[src/rtl/pbwf_pkg.sv]
package pbwf_pkg;
  // ==========================================
  // Register map (byte addresses)
  localparam logic [7:0] ADDR_CACHE_LINE_LENGTH = 8'h0c;
  localparam logic [7:0] ADDR_BRIDGE_CHIP_CONTROL = 8'h40;
  localparam logic [7:0] ADDR_FWD_CONTROL = 8'h80;
  localparam logic [7:0] ADDR_FWD_STATUS = 8'h84;
  // bridge_chip_control fields
  localparam int CHIP_DISC_CTRL_BIT = 0;
  localparam int CHIP_PF_DISABLE_BIT = 1;
  // fwd_control fields
  localparam int CTL_SERR_EN_BIT = 0;
  localparam int CTL_PRI_MTO_BIT = 1;
  localparam int CTL_SEC_MTO_BIT = 2;
  // Reset values
  localparam logic [7:0] CACHE_LINE_RESET = 8'h00;
  localparam logic [7:0] CHIP_CONTROL_RESET = 8'h00;
  localparam logic [2:0] FWD_CONTROL_RESET = 3'h0;
  // ==========================================
  // Counts
  localparam int ATTEMPT_LIMIT = 1 << 24;
  localparam int DISCARD_LONG_CLKS = 1 << 15;
  localparam int DISCARD_SHORT_CLKS = 1 << 10;
  localparam int POST_DEPTH_DW = 32;
  localparam int MWI_FREE_MIN_DW = 8;
  localparam int PAGE_DW = 1024;
  localparam int LINE16_DW = 16;
  localparam int DQ_DEPTH = 4;
  // ==========================================
  // PCI commands
  localparam logic [3:0] CMD_IO_READ = 4'h2;
  localparam logic [3:0] CMD_IO_WRITE = 4'h3;
  localparam logic [3:0] CMD_MEM_READ = 4'h6;
  localparam logic [3:0] CMD_MEM_WRITE = 4'h7;
  localparam logic [3:0] CMD_CFG_READ = 4'ha;
  localparam logic [3:0] CMD_CFG_WRITE = 4'hb;
  localparam logic [3:0] CMD_MEM_READ_MULT = 4'hc;
  localparam logic [3:0] CMD_MEM_READ_LINE = 4'he;
  localparam logic [3:0] CMD_MEM_WRITE_INV = 4'hf;
  // Target response to a data phase
  typedef enum logic [2:0] {
    RESP_NONE = 3'b000,
    RESP_RETRY = 3'b001,
    RESP_DATA = 3'b010,
    RESP_DATA_DISC = 3'b011,
    RESP_ABORT = 3'b100
  } pbwf_resp_t;
  // Delayed entry state
  typedef enum logic [1:0] {
    DQ_FREE = 2'b00,
    DQ_PENDING = 2'b01,
    DQ_DONE = 2'b10,
    DQ_FAILED = 2'b11
  } pbwf_dq_t;
endpackage

[src/rtl/pbwf_forward_ctrl.sv]
// Function
// - I/O and type 1 config writes go delayed, one Dword only
// - First delayed write is claimed then retried
// - Capture command, address, parity, then data, enables, data parity
// - Queue new entry only with room and no same address/command entry
// - Head entry is written to target, retried until done or error
// - After 2^24 failed attempts remove entry, abort initiator, raise error
// - System error output only when fwd_control enable bit set
// - Completed head repeat gets TRDY, plus STOP if multiple Dwords
// - Repeat compare ignores bytes whose enables are high
// - Early repeat gets retry and makes no new entry
// - Discard timer at head of completed entry; expiry drops, errors
// - Memory write disconnects at 4 kB when control bit 0
// - Memory write disconnects at nth line when control bit 1
// - Memory write and invalidate never crosses 4 kB
// - MWI 16-Dword lines disconnect at every 16-Dword boundary
// - Posted writes accepted while a Dword free; full gives disconnect; here a new write is retried below 8 Dwords free
// - Delayed writes accepted whenever a delayed entry is free
// - Fast back-to-back writes retried when short of space; no merging
// - Every read forwarded delayed, prefetchable or not
// - Unconsumed prefetched data discarded when master ends read
// - I/O and config reads never prefetched; line/multiple always
// - Downstream read prefetch if in range; upstream unless disabled
// - Cache line length counts Dwords per line
// - Invalid line length turns MWI into plain write, no lines
module pbwf_forward_ctrl (
  // Clock and reset
  input wire logic clock,
  input wire logic rst,
  // AHB-Lite slave
  input wire logic hsel,
  input wire logic [31:0] haddr,
  input wire logic [1:0] htrans,
  input wire logic hwrite,
  input wire logic [2:0] hsize,
  input wire logic hready,
  input wire logic [31:0] hwdata,
  output logic [31:0] hrdata,
  output logic hreadyout,
  output logic hresp,
  // Target side: decoded transaction start and data phases
  input wire logic tgt_start,
  input wire logic tgt_upstream,
  input wire logic tgt_fast_b2b,
  input wire logic [3:0] tgt_cmd,
  input wire logic [31:0] tgt_addr,
  input wire logic tgt_addr_par,
  input wire logic tgt_irdy,
  input wire logic tgt_last,
  input wire logic [31:0] tgt_data,
  input wire logic [3:0] tgt_be_n,
  input wire logic tgt_data_par,
  input wire logic tgt_in_pf_range,
  input wire logic tgt_read_end,
  output logic tgt_devsel,
  output pbwf_pkg::pbwf_resp_t tgt_resp,
  output logic tgt_mwi_as_mw,
  output logic rd_prefetch,
  output logic rd_discard,
  // Posted buffer
  input wire logic [5:0] post_free_dw,
  output logic post_push,
  output logic [31:0] post_data,
  // Delayed write delivery on target bus
  output logic dw_req,
  output logic [3:0] dw_cmd,
  output logic [31:0] dw_addr,
  output logic [31:0] dw_data,
  output logic [3:0] dw_be_n,
  input wire logic dw_done,
  input wire logic dw_retry,
  input wire logic dw_error,
  // Error output
  output logic primary_system_error_out
);
  import pbwf_pkg::*;

  typedef struct packed {
    logic [3:0] cmd;
    logic [31:0] addr;
    logic apar;
    logic [31:0] data;
    logic [3:0] be_n;
    logic dpar;
  } pbwf_entry_t;

  typedef struct packed {
    logic [7:0] line_length_dwords;
    logic [7:0] chip;
    logic [2:0] ctl;
    logic ap_valid;
    logic ap_write;
    logic [7:0] ap_addr;
    logic [31:0] rdata;
    pbwf_dq_t [DQ_DEPTH-1:0] dq_st;
    pbwf_entry_t [DQ_DEPTH-1:0] dq;
    logic [1:0] head;
    logic [1:0] tail;
    logic [24:0] attempts;
    logic [15:0] discard;
    logic in_xfer;
    logic xfer_delayed;
    logic xfer_match;
    logic xfer_post;
    logic [1:0] xfer_idx;
    logic [3:0] cmd;
    logic [9:0] dw_off;
    logic [31:0] cur_addr;
    logic got_first;
    logic fail_flag;
    logic [2:0] tresp;
    logic serr;
    logic rd_pf;
    logic rd_disc;
    logic push;
    logic [31:0] pdata;
  } pbwf_state_t;

  pbwf_state_t s_r, s_nxt;

  logic cls_valid, is_delayed_cmd, dq_room, dup_found, match_head;
  logic [7:0] cls_m1;
  logic at_line, at_page, at_16, want_disc;
  logic [1:0] dup_idx;
  logic [31:0] be_mask;
  pbwf_entry_t hd;

  always_comb begin
    cls_m1 = 8'(s_r.line_length_dwords - 8'h01);
    // Line length counts Dwords; must be a nonzero power of two up to 16
    cls_valid = (s_r.line_length_dwords != 8'h00) && ((s_r.line_length_dwords & cls_m1) == 8'h00) && (s_r.line_length_dwords <= 8'h10);
    is_delayed_cmd = (tgt_cmd == CMD_IO_WRITE) || (tgt_cmd == CMD_CFG_WRITE);
    dq_room = (s_r.dq_st[s_r.tail] == DQ_FREE);
    dup_found = 1'b0;
    dup_idx = 2'd0;
    for (int i = 0; i < DQ_DEPTH; i++) begin
      if (s_r.dq_st[i] != DQ_FREE && s_r.dq[i].cmd == tgt_cmd && s_r.dq[i].addr == tgt_addr) begin
        dup_found = 1'b1;
        dup_idx = 2'(i);
      end
    end
    hd = s_r.dq[s_r.head];
    // Only enabled bytes take part in the repeat compare
    be_mask = {{8{~tgt_be_n[3]}}, {8{~tgt_be_n[2]}}, {8{~tgt_be_n[1]}}, {8{~tgt_be_n[0]}}};
    match_head = (hd.cmd == s_r.cmd) && (hd.addr == s_r.cur_addr) && (hd.be_n == tgt_be_n)
                 && (((hd.data ^ tgt_data) & be_mask) == 32'h0);
    at_line = ((s_r.dw_off + 10'd1) & 10'(cls_m1)) == 10'h0;
    at_page = (s_r.dw_off == 10'(PAGE_DW - 1));
    at_16 = ((s_r.dw_off + 10'd1) & 10'(LINE16_DW - 1)) == 10'h0;
    want_disc = 1'b0;
    if (s_r.cmd == CMD_MEM_WRITE_INV && cls_valid) begin
      if (s_r.line_length_dwords == 8'(LINE16_DW)) begin
        want_disc = at_16 || at_page;
      end else begin
        want_disc = at_page || (at_line && (post_free_dw < 6'(MWI_FREE_MIN_DW + 1)));
      end
    end else if (s_r.chip[CHIP_DISC_CTRL_BIT] && cls_valid) begin
      want_disc = at_line || at_page;
    end else begin
      want_disc = at_page;
    end
  end

  always_comb begin
    s_nxt = s_r;
    s_nxt.tresp = RESP_NONE;
    s_nxt.push = 1'b0;
    s_nxt.serr = 1'b0;
    s_nxt.rd_disc = tgt_read_end;
    // ==========================================
    // AHB-Lite slave, zero wait, always OKAY
    if (s_r.ap_valid && s_r.ap_write) begin
      case (s_r.ap_addr)
        ADDR_CACHE_LINE_LENGTH: s_nxt.line_length_dwords = hwdata[7:0];
        ADDR_BRIDGE_CHIP_CONTROL: s_nxt.chip = hwdata[7:0];
        ADDR_FWD_CONTROL: s_nxt.ctl = hwdata[2:0];
        default: ;
      endcase
    end
    // Writes above the first 256 bytes must not alias onto the map
    s_nxt.ap_valid = hsel && hready && htrans[1] && (hsize == 3'b010) && (haddr[31:8] == 24'h0);
    s_nxt.ap_write = hwrite;
    s_nxt.ap_addr = haddr[7:0];
    if (hsel && hready && htrans[1] && !hwrite && haddr[31:8] == 24'h0) begin
      case (haddr[7:0])
        ADDR_CACHE_LINE_LENGTH: s_nxt.rdata = {24'h0, s_r.line_length_dwords};
        ADDR_BRIDGE_CHIP_CONTROL: s_nxt.rdata = {24'h0, s_r.chip};
        ADDR_FWD_CONTROL: s_nxt.rdata = {29'h0, s_r.ctl};
        ADDR_FWD_STATUS: s_nxt.rdata = {21'h0, s_r.fail_flag, s_r.dq_st[s_r.head],
                                        s_r.head, s_r.tail, 2'h0, s_r.in_xfer, s_r.xfer_delayed};
        default: s_nxt.rdata = 32'h0;
      endcase
    end
    // ==========================================
    // Target side decisions
    // A new address phase abandons whatever transfer was still open
    if (tgt_start) begin
      s_nxt.cmd = tgt_cmd;
      s_nxt.cur_addr = tgt_addr;
      s_nxt.dw_off = tgt_addr[11:2];
      s_nxt.got_first = 1'b0;
      s_nxt.in_xfer = 1'b0;
      s_nxt.xfer_delayed = 1'b0;
      s_nxt.xfer_post = 1'b0;
      s_nxt.xfer_match = 1'b0;
      if (is_delayed_cmd) begin
        s_nxt.in_xfer = 1'b1;
        s_nxt.xfer_delayed = 1'b1;
        if (dup_found) begin
          s_nxt.xfer_match = 1'b1;
          s_nxt.xfer_idx = dup_idx;
        end else if (dq_room && !(tgt_fast_b2b && !dq_room)) begin
          // Address phase captured in the cycle it stands
          s_nxt.dq[s_r.tail].cmd = tgt_cmd;
          s_nxt.dq[s_r.tail].addr = tgt_addr;
          s_nxt.dq[s_r.tail].apar = tgt_addr_par;
          s_nxt.xfer_idx = s_r.tail;
        end else begin
          s_nxt.xfer_idx = 2'd0;
          s_nxt.xfer_match = 1'b1;
        end
      end else if (tgt_cmd == CMD_MEM_WRITE || tgt_cmd == CMD_MEM_WRITE_INV) begin
        s_nxt.in_xfer = 1'b1;
        s_nxt.xfer_post = 1'b1;
        // Too little room for a burst start: retry rather than accept a stub
        if (post_free_dw < 6'(MWI_FREE_MIN_DW)) begin
          s_nxt.in_xfer = 1'b0;
          s_nxt.tresp = RESP_RETRY;
        end
      end else begin
        // Reads: delayed, classified for prefetch
        case (tgt_cmd)
          CMD_MEM_READ_LINE, CMD_MEM_READ_MULT: s_nxt.rd_pf = 1'b1;
          CMD_MEM_READ: s_nxt.rd_pf = tgt_upstream ? !s_r.chip[CHIP_PF_DISABLE_BIT]
                                                   : tgt_in_pf_range;
          default: s_nxt.rd_pf = 1'b0;
        endcase
      end
    end else if (s_r.in_xfer && tgt_irdy) begin
      if (s_r.xfer_delayed) begin
        s_nxt.in_xfer = 1'b0;
        if (!s_r.xfer_match) begin
          // First data, enables and parity into the new entry
          s_nxt.dq[s_r.xfer_idx].data = tgt_data;
          s_nxt.dq[s_r.xfer_idx].be_n = tgt_be_n;
          s_nxt.dq[s_r.xfer_idx].dpar = tgt_data_par;
          s_nxt.dq_st[s_r.xfer_idx] = DQ_PENDING;
          s_nxt.tail = 2'(s_r.tail + 2'd1);
          s_nxt.tresp = RESP_RETRY;
        end else if (s_r.xfer_idx == s_r.head && match_head && s_r.dq_st[s_r.head] == DQ_DONE) begin
          s_nxt.tresp = tgt_last ? RESP_DATA : RESP_DATA_DISC;
          s_nxt.dq_st[s_r.head] = DQ_FREE;
          s_nxt.head = 2'(s_r.head + 2'd1);
        end else if (s_r.xfer_idx == s_r.head && match_head && s_r.dq_st[s_r.head] == DQ_FAILED) begin
          s_nxt.tresp = RESP_ABORT;
          s_nxt.dq_st[s_r.head] = DQ_FREE;
          s_nxt.head = 2'(s_r.head + 2'd1);
        end else begin
          s_nxt.tresp = RESP_RETRY;
        end
      end else if (s_r.xfer_post) begin
        // Each data phase is its own push; separate writes never merge
        s_nxt.push = 1'b1;
        s_nxt.pdata = tgt_data;
        s_nxt.dw_off = 10'(s_r.dw_off + 10'd1);
        if (post_free_dw <= 6'd1 || want_disc) begin
          s_nxt.tresp = RESP_DATA_DISC;
          s_nxt.in_xfer = 1'b0;
        end else begin
          s_nxt.tresp = RESP_DATA;
          s_nxt.in_xfer = !tgt_last;
        end
      end
    end
    // ==========================================
    // Delivery of head entry on target bus
    if (s_r.dq_st[s_r.head] == DQ_PENDING) begin
      if (dw_done) begin
        s_nxt.dq_st[s_r.head] = DQ_DONE;
        s_nxt.attempts = 25'h0;
        // The timer expires on the cycle after it reads zero, so load one less
        s_nxt.discard = s_r.ctl[tgt_upstream ? CTL_SEC_MTO_BIT : CTL_PRI_MTO_BIT]
                        ? 16'(DISCARD_SHORT_CLKS - 1) : 16'(DISCARD_LONG_CLKS - 1);
      end else if (dw_retry) begin
        s_nxt.attempts = 25'(s_r.attempts + 25'd1);
        if (s_r.attempts == 25'(ATTEMPT_LIMIT - 1) || dw_error) begin
          s_nxt.dq_st[s_r.head] = DQ_FAILED;
          s_nxt.attempts = 25'h0;
          s_nxt.fail_flag = 1'b1;
          s_nxt.serr = s_r.ctl[CTL_SERR_EN_BIT];
        end
      end else if (dw_error) begin
        // A hard error ends delivery just as the attempt limit does
        s_nxt.dq_st[s_r.head] = DQ_FAILED;
        s_nxt.attempts = 25'h0;
        s_nxt.fail_flag = 1'b1;
        s_nxt.serr = s_r.ctl[CTL_SERR_EN_BIT];
      end
    end else if (s_r.dq_st[s_r.head] == DQ_DONE && s_nxt.dq_st[s_r.head] == DQ_DONE) begin
      if (s_r.discard == 16'h0) begin
        s_nxt.dq_st[s_r.head] = DQ_FREE;
        s_nxt.head = 2'(s_r.head + 2'd1);
        s_nxt.serr = s_r.ctl[CTL_SERR_EN_BIT];
      end else begin
        s_nxt.discard = 16'(s_r.discard - 16'd1);
      end
    end
  end

  always_ff @(posedge clock or posedge rst) begin
    if (rst) begin
      s_r <= '0;
      s_r.line_length_dwords <= CACHE_LINE_RESET;
      s_r.chip <= CHIP_CONTROL_RESET;
      s_r.ctl <= FWD_CONTROL_RESET;
    end else begin
      s_r <= s_nxt;
    end
  end

  // ==========================================
  // Outputs
  assign hrdata = s_r.rdata;
  assign hreadyout = 1'b1;
  assign hresp = 1'b0;
  assign tgt_devsel = s_r.tresp != RESP_NONE;
  assign tgt_resp = pbwf_resp_t'(s_r.tresp);
  assign tgt_mwi_as_mw = !cls_valid;
  assign rd_prefetch = s_r.rd_pf;
  assign rd_discard = s_r.rd_disc;
  assign post_push = s_r.push;
  assign post_data = s_r.pdata;
  // Only the head entry is ever offered to the target bus
  assign dw_req = s_r.dq_st[s_r.head] == DQ_PENDING;
  assign dw_cmd = hd.cmd;
  assign dw_addr = hd.addr;
  assign dw_data = hd.data;
  assign dw_be_n = hd.be_n;
  assign primary_system_error_out = s_r.serr;
endmodule

[config.mk]
export PLATFORM = sky130hd
export DESIGN_NAME = pbwf_forward_ctrl
export DESIGN_NICKNAME = d
export VERILOG_FILES = /design/src/rtl/pbwf_pkg.sv /design/src/rtl/pbwf_forward_ctrl.sv
export SDC_FILE = /design/constraint.sdc
export NUM_CORES = 1
export LEC_CHECK = 0
export CELL_PAD_IN_SITES_DETAIL_PLACEMENT = 2
export CELL_PAD_IN_SITES_GLOBAL_PLACEMENT = 2
export CORE_MARGIN = 5
export CORE_UTILIZATION = 30
export CTS_CLUSTER_DIAMETER = 60
export DETAILED_ROUTE_END_ITERATION = 10
export DONT_BUFFER_PORTS = 1
export MAX_ROUTING_LAYER = met4
export PLACE_DENSITY = 0.65
export SYNTH_ARGS = -nofsm -noshare
export SYNTH_HDL_FRONTEND = slang
export SYNTH_SLANG_ARGS = --single-unit
[constraint.sdc]
create_clock -name clock -period 35.8 [get_ports clock]
set_input_delay 7.16 -clock clock [delete_from_list [all_inputs] [get_ports clock]]
set_output_delay 7.16 -clock clock [all_outputs]
set_load 0.05 [all_outputs]
=== Word-level counts from Yosys, hierarchy flattened ===
Index checks and enable logic that the tools add are counted.

* Register bits after elaboration: 502
* Input bits: 164
* Output and inout port bits: 148
* Word-level logic and storage cells: 345

* Add/sub/neg operators: 6
* $lt $le $gt $ge: 11
* Equal/unequal tests: 43
* Mux-type cells: 127
* Bitwise operators: 24
* Reduce and logical (&&, ||, !) cells: 80

{| class="wikitable"
|+ Operators by type and width
! cell !! number
|-
| $bwmux 296 || 6
|-
| $mux 296 || 5
|-
| $demux 74 s2 || 6
|-
| $mux 308 || 2
|-
| $eq 32x32->1 || 5
|-
| $bmux 74 s2 || 1
|-
| $mux 74 || 2
|-
| $mux 33 || 4
|-
| $mux 25 || 4
|-
| $mux 8 || 11
|-
| $mux 70 || 1
|-
| $mux 16 || 4
|-
| $pmux 11 s4 || 1
|-
| $mux 10 || 4
|-
| $mux 1 || 39
|-
| $mux 2 || 19
|-
| $mux 38 || 1
|-
| $mux 37 || 1
|-
| $logic_and 1x1->1 || 33
|-
| $and 32x32->32 || 1
|-
| $logic_not 32->1 || 1
|-
| $xor 32x32->32 || 1
|-
| $add 25x1->25 const B || 1
|-
| $eq 25x24->1 const B || 1
|-
| other kinds (55) || 137
|}

=== Depth between registers and ports, before layout ===
* Depth in word-level cells: 20
* Mapped depth: 15
* Mapped depth without buffers: 11

=== Worst setup path after synthesis ===
Ideal clock, no wire load.

* Path type: flip-flop to output port
* Start point: register s_r[497] (netlist bit)
* End point: output port tgt_mwi_as_mw
* Arrival: 2320 ps
* Required time: 28640 ps
* Path slack: 26320 ps
* Stages on the path, launching flop included: 7
* Buffers on the path: 0
* Path through: dfrtp_1 or3_1 or3_1 or3_1 ha_1 nor4_1 nand4_1

* Longest elaborated chain between the ends: 6
* Elaborated cells on any way between the ends: 8
* Classes of those cells: 1 x add/sub; 1 x order compare; 1 x bitwise; 5 x reduce/logical

{| class="wikitable"
|+ RTL lines
! what !! RTL line !! RTL
|-
| from (decl) || pbwf_forward_ctrl.sv:119 || <nowiki>pbwf_state_t s_r, s_nxt;</nowiki>
|-
| from (signal assigned) || pbwf_forward_ctrl.sv:317 || <nowiki>s_r <= s_nxt;</nowiki>
|-
| $sub 8x1->8 || pbwf_forward_ctrl.sv:129 || <nowiki>cls_m1 = 8'(s_r.line_length_dwords - 8'h01);</nowiki>
|-
| $and 8x8->8 || pbwf_forward_ctrl.sv:131 || <nowiki>cls_valid = (s_r.line_length_dwords != 8'h00) && ((s_r.line_length_dwords & cls_m1) == 8'h00) && (s_r.line_len ...</nowiki>
|-
| $logic_not 8->1 || pbwf_forward_ctrl.sv:131 ||
|-
| $logic_and 1x1->1 || pbwf_forward_ctrl.sv:131 ||
|-
| $logic_and 1x1->1 (*) || pbwf_forward_ctrl.sv:131 ||
|-
| $logic_not 1->1 (*) || pbwf_forward_ctrl.sv:328 || <nowiki>assign tgt_mwi_as_mw = !cls_valid;</nowiki>
|-
| to (decl) || pbwf_forward_ctrl.sv:57 || <nowiki>output logic tgt_mwi_as_mw,</nowiki>
|}

Every way passes the cells marked *; elsewhere a longest branch is shown, timed or not.

=== Final worst setup path ===
* Start point: register s_r[137] (netlist bit)
* End point: output port dw_addr[9]

* Longest elaborated chain between the ends: 2

{| class="wikitable"
|+ RTL lines
! what !! RTL line !! RTL
|-
| $bmux 74 s2 || pbwf_forward_ctrl.sv:142 || <nowiki>hd = s_r.dq[s_r.head];</nowiki>
|-
| $mux 74 (implied by the code) || pbwf_forward_ctrl.sv:142 ||
|-
| to (decl) || pbwf_forward_ctrl.sv:67 || <nowiki>output logic [31:0] dw_addr,</nowiki>
|}

Every way passes these cells. The select of a mux whose other input is x is not followed.

==> metrics.md <==
| Metric | Value |
|---|---|
| Most frequent cells in the layout | `471 x dfrtp_1, 259 x nand2_1, 259 x mux2_2` |
| Register Area | `11,800 µm²` |
| Max incr delay on CP | `0.88 ns` |
| # setup viols final | `0` |
| Critical Path Source Type | `flip-flop` |
| Top post-synthesis cells by area | `dfrtp_1 48%, mux2_2 12%, xnor2_1 6.9%` |
| Via density | `5.20` |
| Postcts setup bufs | `0` |
| Internal power | `1.16 mW` |
| Final worst path period need | `10.58 ns` |
| Net Sw Power | `approximately 550 µW` |
| H-tree depth | `3` |
| Critical path required time | `28.64 ns` |
| CTS tree | `built` |
| Clk pwr share | `0.398` |
| Crit Path Max Fanout | `47` |
| Vias in the first global route | `18,879` |
| Fillers | `between 8,000 and 9,000` |
| Max Cap Violations | `0` |
| Multi-input gate area | `11,500 µm²` |
| Congestion Overflow GR | `0` |
| Count of different cell masters after synthesis | `76` |
| IO Count | `approximately 310` |
| Worst-Skew Late Latency | `0.61 ns` |
| Status | `finished, final reports clean` |
| Layout cells sized above 1 | `0.228` |
| Layout Skew | `0.0210 ns` |
| Worst path bufs/invs | `1` |
| Post-synthesis async set-or-reset flop share | `1.00` |
| Post-CTS resize count | `0` |
| Synth top area share | `0.485` |
| Post-route setup slack | `25.22 ns` |
| Pin count of the biggest net entering global routing | `roughly 160` |
| Ys flop type | `dfrtp_1` |
| Pre-CTS setup slack | `25.39 ns` |
| Core Area | `between 80,000 and 90,000 µm²` |
| RSZ-0062 raised after global routing | `false` |
| Detail Placement HPWL | `around 59,000 µm` |
| Fin. max-slew vios | `0` |
| Via Count | `around 17,000` |
| Hold buffers post-CTS | `0` |
| Critical path's top delay family | `multiplexers` |
| Syn Inst Count | `about 2,100` |
| Ys Warns | `0` |
| Number of flops mapped to enable cells by yosys | `0` |
| Static Leak | `11.7 nW` |
| DRT iter0 DRCs | `836` |
| Most common cell after layout, fill and taps aside | `dfrtp_1` |
| Crit path kind | `reg -> out` |
| Critical path endpoint category | `primary output` |
| Final GP Congestion | `0.892` |
| Final hold violations | `0` |
| Post-DRT Antenna Nets | `0` |
| Buffers on Ports | `0` |
| First-pass GRT wire length | `126,000 µm` |
| Total track usage | `0.196` |
| Max Clock Freq | `94.5 MHz` |
| CTS Buf Count | `67` |
| Final nets | `2,256` |
| Height of the die | `295 µm` |
| Worst Path Arrival | `3.42 ns` |
| Post-synthesis register bit count | `473` |
| CTS root buffer | `clkbuf_16` |
| Die width | `295 µm` |
| Post-Syn Area | `around 24,000 µm²` |
| Maximum VDD drop | `37.4 µV` |
| Worst-Margin Slew | `1.19 ns` |
| Crit-path cells | `buf_4 -> mux2i_1 -> mux2i_2` |
| Logic pwr share | `0.183` |
| DRC viols | `0` |
| Initial antenna violation count | `1` |
| Clock Tree Buf Depth | `3` |
| Tightest Hold Check Type | `reg -> reg` |
| Setup TNS | `0 ns` |
| Initial core utilization | `0.303` |
| Clock transition at path regs | `roughly 0.06 ns` |
| Row count | `roughly 100` |
| Pwr Density | `62.4 nW/µm²` |
| Yosys top cell by area | `dfrtp_1` |
| Routed wire length | `83,900 µm` |
| Sequential element share of the synthesized area | `0.485` |
| Area growth, synth to finish | `11.9%` |
| Max transition margin | `0.197` |
| Die area | `87,200 µm²` |
| Sw frac | `0.321` |
| Seq pwr share | `0.419` |
| Critical-path top delay cell | `mux2i_2` |
| 1st-pass router iterations | `7` |
| Drt wl/cell | `26.4 µm` |
| Sinks on Clock Net | `roughly 470` |
| Avg Inst Size Synth | `11.4 µm²` |
| Final Cycle Share | `0.296` |
-- metrics by stage --
stage / util / total power [mW] / hold slack (ns) / std cells / cell area (µm²)
6_report: 0.339 / 1.70 / 0.473 / 3181 / 27300
5_1_grt: 0.339 / 1.78 / 0.492 / 3181 / 27300
4_1_cts: 0.339 / 1.73 / 0.474 / 3180 / 27300
3_5_place_dp: 0.311 / 1.04 / 0.461 / 3063 / 25100
3_3_place_gp: 0.311 / 1.02 / 0.451 / 3063 / 25100
2_1_floorplan: - / 0.943 / 0.438 / 2161 / 24500
-- synthesized netlist by cell type, drive strengths merged, types with 38 or more instances --
cell type and instances:
buf 105, clkbuf 82, dfrtp 473, inv 52, mux2 259, mux2i 38
mux4 61, nand2 263, nand4 47, nor2 83, o21ai 117, xnor2 192
xor2 39
-- power by group through the flow --
stage | Sequential [mW] | Combinational [mW] | Clock, mW
floorplan | 0.676 | 0.267 | 0
global placement | 0.714 | 0.303 | 0
detailed placement | 0.722 | 0.315 | 0
CTS | 0.713 | 0.316 | 0.698
global route | 0.724 | 0.336 | 0.722
finish | 0.714 | 0.312 | 0.677
-- cell type report --
class	count	area share
flip-flops and latches	473	0.434
inverters	52	0.00742
clock inverters	30	0.0148
multi-input cells	1449	0.420
well taps	1060	0.0486
repair buffers	29	0.00843
clock buffers	87	0.0675
diodes	1	0.0000916
-- cell families after synthesis --
logic type	after synthesis	synth area share
flops	473	0.485
fa+ha+maj	20	0.0103
simple gates	567	0.112
other cells	2	0.000308
compound gates	250	0.0666
xor+xnor	231	0.0829
buf+inv	239	0.0516
mux	358	0.192
-- per-layer routing --
metal,part of all wire,track usage,vias to the layer above
li1,-,-,7320
met1,0.42,0.236,8852
met2,0.51,0.338,290
met3,0.054,0.0439,79
met4,0.017,0.0444,0
met5,0,-,-
-- state kept, by name, indices dropped and copies added (netlist names) --
signal / cells
s_r: 423
post_data: 32
hrdata: 11
tgt_resp: 3
post_push: 1
primary_system_error_out: 1
rd_discard: 1
rd_prefetch: 1
-- tightest hold or removal path, stage by stage (launching register included) --
cell and delay (ns):
dfrtp_1 0.34, nand2_1 0.05, nand2_1 0.05
-- path summary, 6_finish.rpt --
path                                from         end  slack, ns  cells after the start
min in group asynchronous            rst  rd_discard       6.56                      1
worst max-delay path            s_r[137]  dw_addr[9]      25.22                      3
worst min register to register  s_r[142]    s_r[142]       0.47                      2
worst max register to register  s_r[136]    s_r[439]      29.80                     10
worst min-delay path            s_r[142]    s_r[142]       0.47                      2
max in group asynchronous            rst    s_r[326]      26.93                      3
Note: power is estimated with default switching activity, not from simulation.
